<file path="src/bsp_pkg.sv">
// Constants shared by the burst SRAM port logic
// Summary of operation
// Valid flag marks driven read data
// Termination range latched at power-up
// Floating range pin means high range
// Accesses start only on K rise
// K rise samples inputs, launches word
// K-bar rise captures/launches other word
// Echo clocks free-run with input clocks; the code holds them while clk_en_i is low
// Grounded PLL pin selects legacy mode
// Controller keeps clocks slow in legacy mode
// PLL on: data 2.5 cycles later
// PLL off: data one cycle later
// Data inputs registered on both clocks
// Data outputs registered on both clocks
// Load and direction sampled on K only
// Load low: direction high reads, low writes
// Every access is a two-word burst
// Byte selects guard 9-bit lanes
// Outputs float when no read active
// Valid flag low without read beat
package bsp_pkg;
   localparam int DATA_W = 36;
   localparam int LANE_W = 9;
   localparam int LANES = 4;
   localparam int ADDR_W = 21;
   localparam int IDX_W = 4;
   localparam int MEM_WORDS = 16;
   localparam int BURST = 2;
   localparam int FIFO_DEPTH = 8;
   // Entry: index, beat, lane selects, data
   localparam int WENT_W = IDX_W + 1 + LANES + DATA_W;
   localparam int PIN_W = 3 + LANES + ADDR_W + DATA_W + 4;
   localparam logic [1:0] STRAP_WAIT = 2'h3;
   localparam logic TERM_RST = 1'b1;
endpackage : bsp_pkg

</file>
<file path="src/bsp_port.sv">
// Burst SRAM port: write buffer and pin-facing core
`timescale 1ns/1ps
`default_nettype none

module bsp_fifo #(
   parameter int WIDTH = 8,
   parameter int DEPTH = 8
) (
   input wire logic clock_i,
   input wire logic rst_i,
   input wire logic clk_en_i,
   input wire logic in_valid_i,
   output logic in_ready_o,
   input wire logic [WIDTH-1:0] in_data_i,
   output logic out_valid_o,
   input wire logic out_ready_i,
   output logic [WIDTH-1:0] out_data_o
);
   localparam int PW = $clog2(DEPTH);
   logic [WIDTH-1:0] mem_q [DEPTH];
   logic [PW-1:0] wp_q;
   logic [PW-1:0] rp_q;
   logic [PW:0] cnt_q;
   logic push;
   logic pop;

   // Honest levels straight from the count
   assign in_ready_o = (cnt_q != (PW+1)'(DEPTH));
   assign out_valid_o = (cnt_q != '0);
   assign out_data_o = mem_q[rp_q];
   assign push = clk_en_i & in_valid_i & in_ready_o;
   assign pop = clk_en_i & out_valid_o & out_ready_i;

   // Storage needs no reset, pointers guard it
   always_ff @(posedge clock_i) begin
      if (push) begin
         mem_q[wp_q] <= in_data_i;
      end
   end

   // Pointers and fill count
   always_ff @(posedge clock_i or posedge rst_i) begin
      if (rst_i) begin
         wp_q <= '0;
         rp_q <= '0;
         cnt_q <= '0;
      end else begin
         if (push) begin
            wp_q <= wp_q + 1'b1;
         end
         if (pop) begin
            rp_q <= rp_q + 1'b1;
         end
         cnt_q <= cnt_q + (PW+1)'(push) - (PW+1)'(pop);
      end
   end
endmodule : bsp_fifo

module bsp_port (
   input wire logic clock_i,
   input wire logic rst_i,
   input wire logic clk_en_i,
   input wire logic k_clk_i,
   input wire logic k_clk_n_i,
   input wire logic load_strobe_n_i,
   input wire logic rw_sel_i,
   input wire logic [bsp_pkg::ADDR_W-1:0] addr_i,
   input wire logic [bsp_pkg::LANES-1:0] byte_write_sel_n_i,
   input wire logic [bsp_pkg::DATA_W-1:0] dq_i,
   input wire logic termination_range_select_i,
   input wire logic termination_range_float_i,
   input wire logic pll_disable_pin_n_i,
   output logic [bsp_pkg::DATA_W-1:0] dq_o,
   output logic dq_oe_o,
   output logic read_valid_flag_o,
   output logic echo_out_pos_o,
   output logic echo_out_neg_o,
   output logic term_range_high_o,
   output logic pll_off_o
);
   import bsp_pkg::*;

   logic [PIN_W-1:0] pin_s1_q;
   logic [PIN_W-1:0] pin_s2_q;
   logic k_s, kn_s, ld_n_s, rw_s, term_s, tz_s, pll_disable_pin_n_s;
   logic [LANES-1:0] bws_n_s;
   logic [ADDR_W-1:0] addr_s;
   logic [DATA_W-1:0] dq_s;
   logic k_s3_q;
   logic kn_s3_q;
   logic kr;
   logic knr;
   logic [1:0] strap_cnt_q;
   logic strap_done_q;
   logic cmd;
   logic rd_cmd;
   logic wr_cmd;
   logic [1:0] rd_pipe_q;
   logic [IDX_W-1:0] ra0_q;
   logic [IDX_W-1:0] ra1_q;
   logic wr_b0_q;
   logic wr_b1_q;
   logic [IDX_W-1:0] wa_q;
   logic [IDX_W-1:0] wa1_q;
   logic push_v;
   logic [WENT_W-1:0] push_d;
   logic fifo_rdy;
   logic pop_v;
   logic pop_rdy;
   logic [WENT_W-1:0] pop_d;
   logic [DATA_W-1:0] mem_q [MEM_WORDS][BURST];
   logic pend_b0_kn_q;
   logic pend_b1_k_q;
   logic pend_b1_kn_q;
   logic [IDX_W-1:0] raddr_q;

   // Every pin crosses two flops; all share one delay
   always_ff @(posedge clock_i or posedge rst_i) begin
      if (rst_i) begin
         pin_s1_q <= '0;
         pin_s2_q <= '0;
      end else if (clk_en_i) begin
         pin_s1_q <= {k_clk_i, k_clk_n_i, load_strobe_n_i, rw_sel_i,
                      byte_write_sel_n_i, addr_i, dq_i,
                      termination_range_select_i,
                      termination_range_float_i, pll_disable_pin_n_i};
         pin_s2_q <= pin_s1_q;
      end
   end

   assign {k_s, kn_s, ld_n_s, rw_s, bws_n_s, addr_s, dq_s, term_s, tz_s,
           pll_disable_pin_n_s} = pin_s2_q;

   // Edge finders and echo clocks, running whenever clk_en_i is high
   always_ff @(posedge clock_i or posedge rst_i) begin
      if (rst_i) begin
         k_s3_q <= 1'b0;
         kn_s3_q <= 1'b0;
         echo_out_pos_o <= 1'b0;
         echo_out_neg_o <= 1'b0;
      end else if (clk_en_i) begin
         k_s3_q <= k_s;
         kn_s3_q <= kn_s;
         echo_out_pos_o <= k_s;
         echo_out_neg_o <= kn_s;
      end
   end

   assign kr = clk_en_i & k_s & ~k_s3_q;
   assign knr = clk_en_i & kn_s & ~kn_s3_q;

   // Straps caught once the synchroniser has settled
   always_ff @(posedge clock_i or posedge rst_i) begin
      if (rst_i) begin
         strap_cnt_q <= '0;
         strap_done_q <= 1'b0;
         term_range_high_o <= TERM_RST;
         pll_off_o <= 1'b0;
      end else if (clk_en_i && !strap_done_q) begin
         strap_cnt_q <= strap_cnt_q + 2'h1;
         if (strap_cnt_q == STRAP_WAIT) begin
            strap_done_q <= 1'b1;
            term_range_high_o <= term_s | tz_s;
            pll_off_o <= ~pll_disable_pin_n_s;
         end
      end
   end

   // Commands only on K rise; full buffer refuses writes
   assign cmd = kr & strap_done_q & ~ld_n_s;
   assign rd_cmd = cmd & rw_s;
   assign wr_cmd = cmd & ~rw_s & fifo_rdy;

   // Read command history, one step per K rise
   always_ff @(posedge clock_i or posedge rst_i) begin
      if (rst_i) begin
         rd_pipe_q <= '0;
         ra0_q <= '0;
         ra1_q <= '0;
      end else if (kr) begin
         rd_pipe_q <= {rd_pipe_q[0], rd_cmd};
         ra1_q <= ra0_q;
         ra0_q <= addr_s[IDX_W-1:0];
      end
   end

   // Write beats: first on next K, second on K-bar
   always_ff @(posedge clock_i or posedge rst_i) begin
      if (rst_i) begin
         wr_b0_q <= 1'b0;
         wr_b1_q <= 1'b0;
         wa_q <= '0;
         wa1_q <= '0;
      end else if (kr) begin
         wr_b0_q <= wr_cmd;
         wr_b1_q <= wr_b0_q;
         wa1_q <= wa_q;
         if (wr_cmd) begin
            wa_q <= addr_s[IDX_W-1:0];
         end
      end else if (knr) begin
         wr_b1_q <= 1'b0;
      end
   end

   // Data and lane selects taken on either clock rise
   assign push_v = (kr & wr_b0_q) | (knr & wr_b1_q);
   assign push_d = {(knr ? wa1_q : wa_q), knr, bws_n_s, dq_s};

   // Drain pauses on launch cycles so the buffer can back up
   assign pop_rdy = ~(kr | knr);

   bsp_fifo #(
      .WIDTH(WENT_W),
      .DEPTH(FIFO_DEPTH)
   ) bsp_fifo_i (
      .clock_i(clock_i),
      .rst_i(rst_i),
      .clk_en_i(clk_en_i),
      .in_valid_i(push_v),
      .in_ready_o(fifo_rdy),
      .in_data_i(push_d),
      .out_valid_o(pop_v),
      .out_ready_i(pop_rdy),
      .out_data_o(pop_d)
   );

   // Array update, one lane per select
   always_ff @(posedge clock_i) begin
      if (clk_en_i && pop_v && pop_rdy) begin
         for (int l = 0; l < LANES; l++) begin
            if (!pop_d[DATA_W+l]) begin
               mem_q[pop_d[WENT_W-1 -: IDX_W]][pop_d[DATA_W+LANES]][l*LANE_W +: LANE_W] <=
                  pop_d[l*LANE_W +: LANE_W];
            end
         end
      end
   end

   // Read launch; pins float and flag drops without a beat
   always_ff @(posedge clock_i or posedge rst_i) begin
      if (rst_i) begin
         pend_b0_kn_q <= 1'b0;
         pend_b1_k_q <= 1'b0;
         pend_b1_kn_q <= 1'b0;
         raddr_q <= '0;
         dq_o <= '0;
         dq_oe_o <= 1'b0;
         read_valid_flag_o <= 1'b0;
      end else if (kr) begin
         pend_b1_k_q <= 1'b0;
         pend_b0_kn_q <= ~pll_off_o & rd_pipe_q[1];
         pend_b1_kn_q <= pll_off_o & rd_pipe_q[0];
         if (!pll_off_o && rd_pipe_q[1]) begin
            raddr_q <= ra1_q;
         end else if (pll_off_o && rd_pipe_q[0]) begin
            raddr_q <= ra0_q;
         end
         if (pend_b1_k_q) begin
            dq_o <= mem_q[raddr_q][1];
            dq_oe_o <= 1'b1;
            read_valid_flag_o <= 1'b1;
         end else if (pll_off_o && rd_pipe_q[0]) begin
            dq_o <= mem_q[ra0_q][0];
            dq_oe_o <= 1'b1;
            read_valid_flag_o <= 1'b1;
         end else begin
            dq_oe_o <= 1'b0;
            read_valid_flag_o <= 1'b0;
         end
      end else if (knr) begin
         pend_b0_kn_q <= 1'b0;
         pend_b1_kn_q <= 1'b0;
         pend_b1_k_q <= pend_b0_kn_q;
         if (pend_b0_kn_q || pend_b1_kn_q) begin
            dq_o <= mem_q[raddr_q][pend_b1_kn_q];
            dq_oe_o <= 1'b1;
            read_valid_flag_o <= 1'b1;
         end else begin
            dq_oe_o <= 1'b0;
            read_valid_flag_o <= 1'b0;
         end
      end
   end

   // Flag and drivers always move together
   a_valid_with_data:
   assert property (@(posedge clock_i) disable iff (rst_i)
      read_valid_flag_o == dq_oe_o)
   else $error("valid flag differs from drivers");

   // Output enable changes only at a clock rise
   a_dq_on_edges:
   assert property (@(posedge clock_i) disable iff (rst_i)
      $changed(dq_oe_o) |-> $past(kr) || $past(knr))
   else $error("drivers moved off a clock rise");

   // Write accepted only at a K rise
   a_cmd_on_k:
   assert property (@(posedge clock_i) disable iff (rst_i)
      $rose(wr_b0_q) |-> $past(kr) && !$past(ld_n_s) && !$past(rw_s))
   else $error("write taken off K rise");

   // Long latency: first beat on K-bar rise
   a_lat_long:
   assert property (@(posedge clock_i) disable iff (rst_i)
      (kr && !pll_off_o && rd_pipe_q[1]) |-> ##[1:20] (knr && pend_b0_kn_q)
      ##1 (dq_oe_o && dq_o == mem_q[raddr_q][0]))
   else $error("long latency beat missing");

   // Short latency: beat right at next K rise
   a_lat_short:
   assert property (@(posedge clock_i) disable iff (rst_i)
      (kr && pll_off_o && rd_pipe_q[0]) |=> dq_oe_o && read_valid_flag_o)
   else $error("short latency beat missing");

   // Idle K rise without pending beat floats pins
   a_float_idle:
   assert property (@(posedge clock_i) disable iff (rst_i)
      (kr && !pend_b1_k_q && !(pll_off_o && rd_pipe_q[0])) |=> !dq_oe_o)
   else $error("drivers left on while idle");

   // First beat on a K-bar rise always followed by second
   a_burst_two:
   assert property (@(posedge clock_i) disable iff (rst_i)
      (knr && pend_b0_kn_q) |=> pend_b1_k_q && dq_oe_o)
   else $error("second beat not scheduled");

   // Straps frozen after capture
   a_strap_hold:
   assert property (@(posedge clock_i) disable iff (rst_i)
      strap_done_q |=> $stable(term_range_high_o) && $stable(pll_off_o))
   else $error("strap changed after capture");

   // Floating range pin reads as high range
   a_float_high:
   assert property (@(posedge clock_i) disable iff (rst_i)
      $rose(strap_done_q) && $past(tz_s) |-> term_range_high_o)
   else $error("floating pin not high range");
endmodule : bsp_port

`default_nettype wire

</file>
<file path="config.mk">
export PLATFORM = sky130hd
export DESIGN_NAME = bsp_port
export DESIGN_NICKNAME = d
export VERILOG_FILES = /design/src/bsp_pkg.sv /design/src/bsp_port.sv
export SDC_FILE = /design/constraint.sdc
export NUM_CORES = 2
export LEC_CHECK = 0
export BUFFER_PORTS_ARGS = -buffer_cell sky130_fd_sc_hd__buf_2
export CORE_UTILIZATION = 50
export CTS_CLUSTER_SIZE = 25
export DETAILED_ROUTE_END_ITERATION = 10
export GPL_TIMING_DRIVEN = 1
export PLACE_DENSITY = 0.63
export SYNTH_ARGS = -nofsm -noshare
export SYNTH_HDL_FRONTEND = slang
export SYNTH_SLANG_ARGS = --single-unit
</file>
<file path="constraint.sdc">
create_clock -name clock_i -period 6.1 [get_ports clock_i]
set_clock_uncertainty 0.15 [all_clocks]
set_input_delay 0.305 -clock clock_i [delete_from_list [all_inputs] [get_ports clock_i]]
set_output_delay 0.305 -clock clock_i [all_outputs]
set_load 0.02 [all_outputs]
</file>
==> qor.csv <==
metric;value;unit
status;completed;
start_kind;register;
multi_input_area;19000;sq um
required;6.34;ns
fin_crit_sh;74.1;%
hpwl;104000;um
synthCells;3468;
critPathMaxStageDelay;1.12;ns
maxSlewHeadroom;9.93;%
finalHoldViolCount;0;
synth_commonest_cells;1512 x edfxtp_1, 496 x mux4_2, 217 x mux2_2, 188 x nor2_1, 182 x dfrtp_1;
dieArea;142000;sq um
slowest_stage;nor2_1;
power_leakage;24.7;nW
dpl_cell_area;72400;sq um
async_flop_share;10.8;%
fin_area;78200;sq um
post-route-util;56.6;%
row_count;136;
synth_ff_type;edfxtp_1;
numCtsBuffers;171;
drive_gt1_share;31.8;%
setup_viol;0;
fin_nets;3722;
fillers;10400;
io_buffers;95;
h-tree-depth;4;
viasPerCell;6.25;
place_congestion;0.837;
syn_nets;3549;
die_x;376;um
syn_area;70100;sq um
yosysTopAreaCell;edfxtp_1;
powerDensity;448;nW/um^2
clk_pin_slew;0.06;ns
hp-class;input pin to register;
firstDrtPassIters;6;
coreArea;138000;sq um
synthDistinctLibCells;67;
fin_tns_setup;0;ns
die_h;376;um
cts_resized;0;
max_slew.worst_pin.slew;1.35;ns
cts_hold_buffers;54;
timing.fmax;0.221;GHz
cts_tree;yes;
clockBufferDepth;3;
critPathMaxFanout;42;
rsz0062_at_grt;false;
clock_latency;0.79;ns
vdd_drop_max;0.334;mV
yosysWarnings;0;
maxCapViolCount;0;
yosysMostFrequentCell;edfxtp_1;
num_vias;35300;
wl_per_cell;30.6;um
ant_nets;0;
yosys-top-cells-area;edfxtp_1 65%, mux4_2 16%, dfrtp_1 6.5%, mux2_2 3.5%, mux2i_1 1.5%;
crit_chain;mux4_1 -> nor2b_1 -> a211oi_2 -> nand2_2 -> nor2_1;
dp_cells;5277;
min_period;4.52;ns
start_util;50.7;%
stdcell_count;5650;
remaining_drc_errors;0;
avgSynthCellArea;20.2;sq um
grt_pass1_wl;252000;um
area_delta_synth_final;11.7;%
ys_seq_area_share;71.4;%
drtIter0Drc;3958;
grt_pass1_vias;36800;
cp.arrival;4.76;ns
clockRootBuffer;clkbuf_16;
ff_latch_area;50000;sq um
cts_setup_buffers;0;
antenna_found_initial;2;
worstSetupPathType;register to register;
yosysTopAreaCellShare;64.8;%
clock-sinks;1695;
routed_wl;173000;um
synth_edf_count;1512;
slew_violations;0;
ys_ff_latch;1695;
grt_max_degree;118;
num_io_pins;113;
grt_usage;24.8;%
grt_overflow;0;
cp-end-kind;register;
metrics by stage:
stage / hold WS (ns) / setup slack, ns / total power (W)
finish: 0.125 / 1.58 / 0.0350
global route: 0.108 / 1.26 / 0.0362
CTS: 0.0761 / 1.52 / 0.0352
detailed placement: 0.297 / 1.53 / 0.0252
global placement: 0.285 / 1.57 / 0.0248
floorplan: 0.283 / 0.675 / 0.0219
report_power, final:
part	total [W]	switching, W	internal (W)
Combinational	0.00893	0.00571	0.00321
Clock	0.0100	0.00432	0.00569
Sequential	0.0161	0.000902	0.0152
kinds of logic after synthesis:
kind of cell             after synthesis  share of synthesized area [%]
AO/OA/AOI/OAI                        192                           1.99
XOR/XNOR                               6                         0.0750
adder cells (fa/ha/maj)               10                          0.189
buffers and inverters                224                           1.69
flip-flops                          1695                           71.4
multiplexers                         825                           21.1
AND/OR/NAND/NOR                      516                           3.55
critical path: cells and delay by family (launching register included):
| family | cells | cell delay (ns) |
|---|---|---|
| flip-flops | 1 | 0.96 |
| multiplexers | 1 | 0.65 |
| AND/OR/NAND/NOR | 3 | 1.68 |
| AO/OA/AOI/OAI | 1 | 0.62 |
layer usage:
metal  share of wire (%)  vias up  track usage (%)
met5                   0        -                0
met4                 2.8        0             7.67
met3                 8.7      291             5.74
met2                  48     1619             38.8
met1                  41    18800             34.9
li1                    -    14600                -
path summary, 6_finish.rpt:
path                               startpoint            endpoint  slack [ns]  cells after the start
max                        bsp_fifo_i.rp_q[0]        mem_q[7][55]        1.58                      5
min                                  dq_i[34]        pin_s1_q[37]        0.12                      3
max reg2reg                bsp_fifo_i.rp_q[0]        mem_q[7][55]        1.58                      5
min reg2reg                       pin_s2_q[0]           pll_off_o        0.31                      1
max in group asynchronous               rst_i  bsp_fifo_i.rp_q[0]        3.71                      5
min in group asynchronous               rst_i        pin_s1_q[36]        0.62                      4
flip-flops by register name (all words and copies together), names as in the netlist, 2 cells and up:
register / count
dq_o: 36
pin_s1_q: 51
strap_cnt_q: 2
bsp_fifo_i.wp_q: 3
bsp_fifo_i.rp_q: 3
ra0_q: 4
raddr_q: 4
pin_s2_q: 51
bsp_fifo_i.mem_q: 360
ra1_q: 4
wa_q: 4
mem_q: 1152
wa1_q: 4
bsp_fifo_i.cnt_q: 4
rd_pipe_q: 2
cell usage in the layout (no fill, tap or decap), types with 54 or more instances in the layout:
master	synthesis	final
edfxtp_1	1512	1512
mux4_2	496	496
mux2_2	217	217
nor2_1	188	182
clkbuf_16	0	175
dfrtp_1	182	173
nand2_1	119	118
mux2i_1	107	107
buf_2	78	94
buf_4	30	55
dlygate4sd3_1	0	54
area by class of cell:
| class | instances | area share [%] |
|---|---|---|
| antenna | 2 | 0.00640 |
| sequential | 1695 | 63.9 |
| multi-input combinational | 1549 | 24.2 |
| timing repair buffer | 209 | 1.97 |
| tap | 1863 | 2.98 |
| clock inverter | 79 | 0.757 |
| inverter | 15 | 0.0816 |
| clock buffer | 238 | 6.03 |
Note: power is estimated with default switching activity, not from simulation.
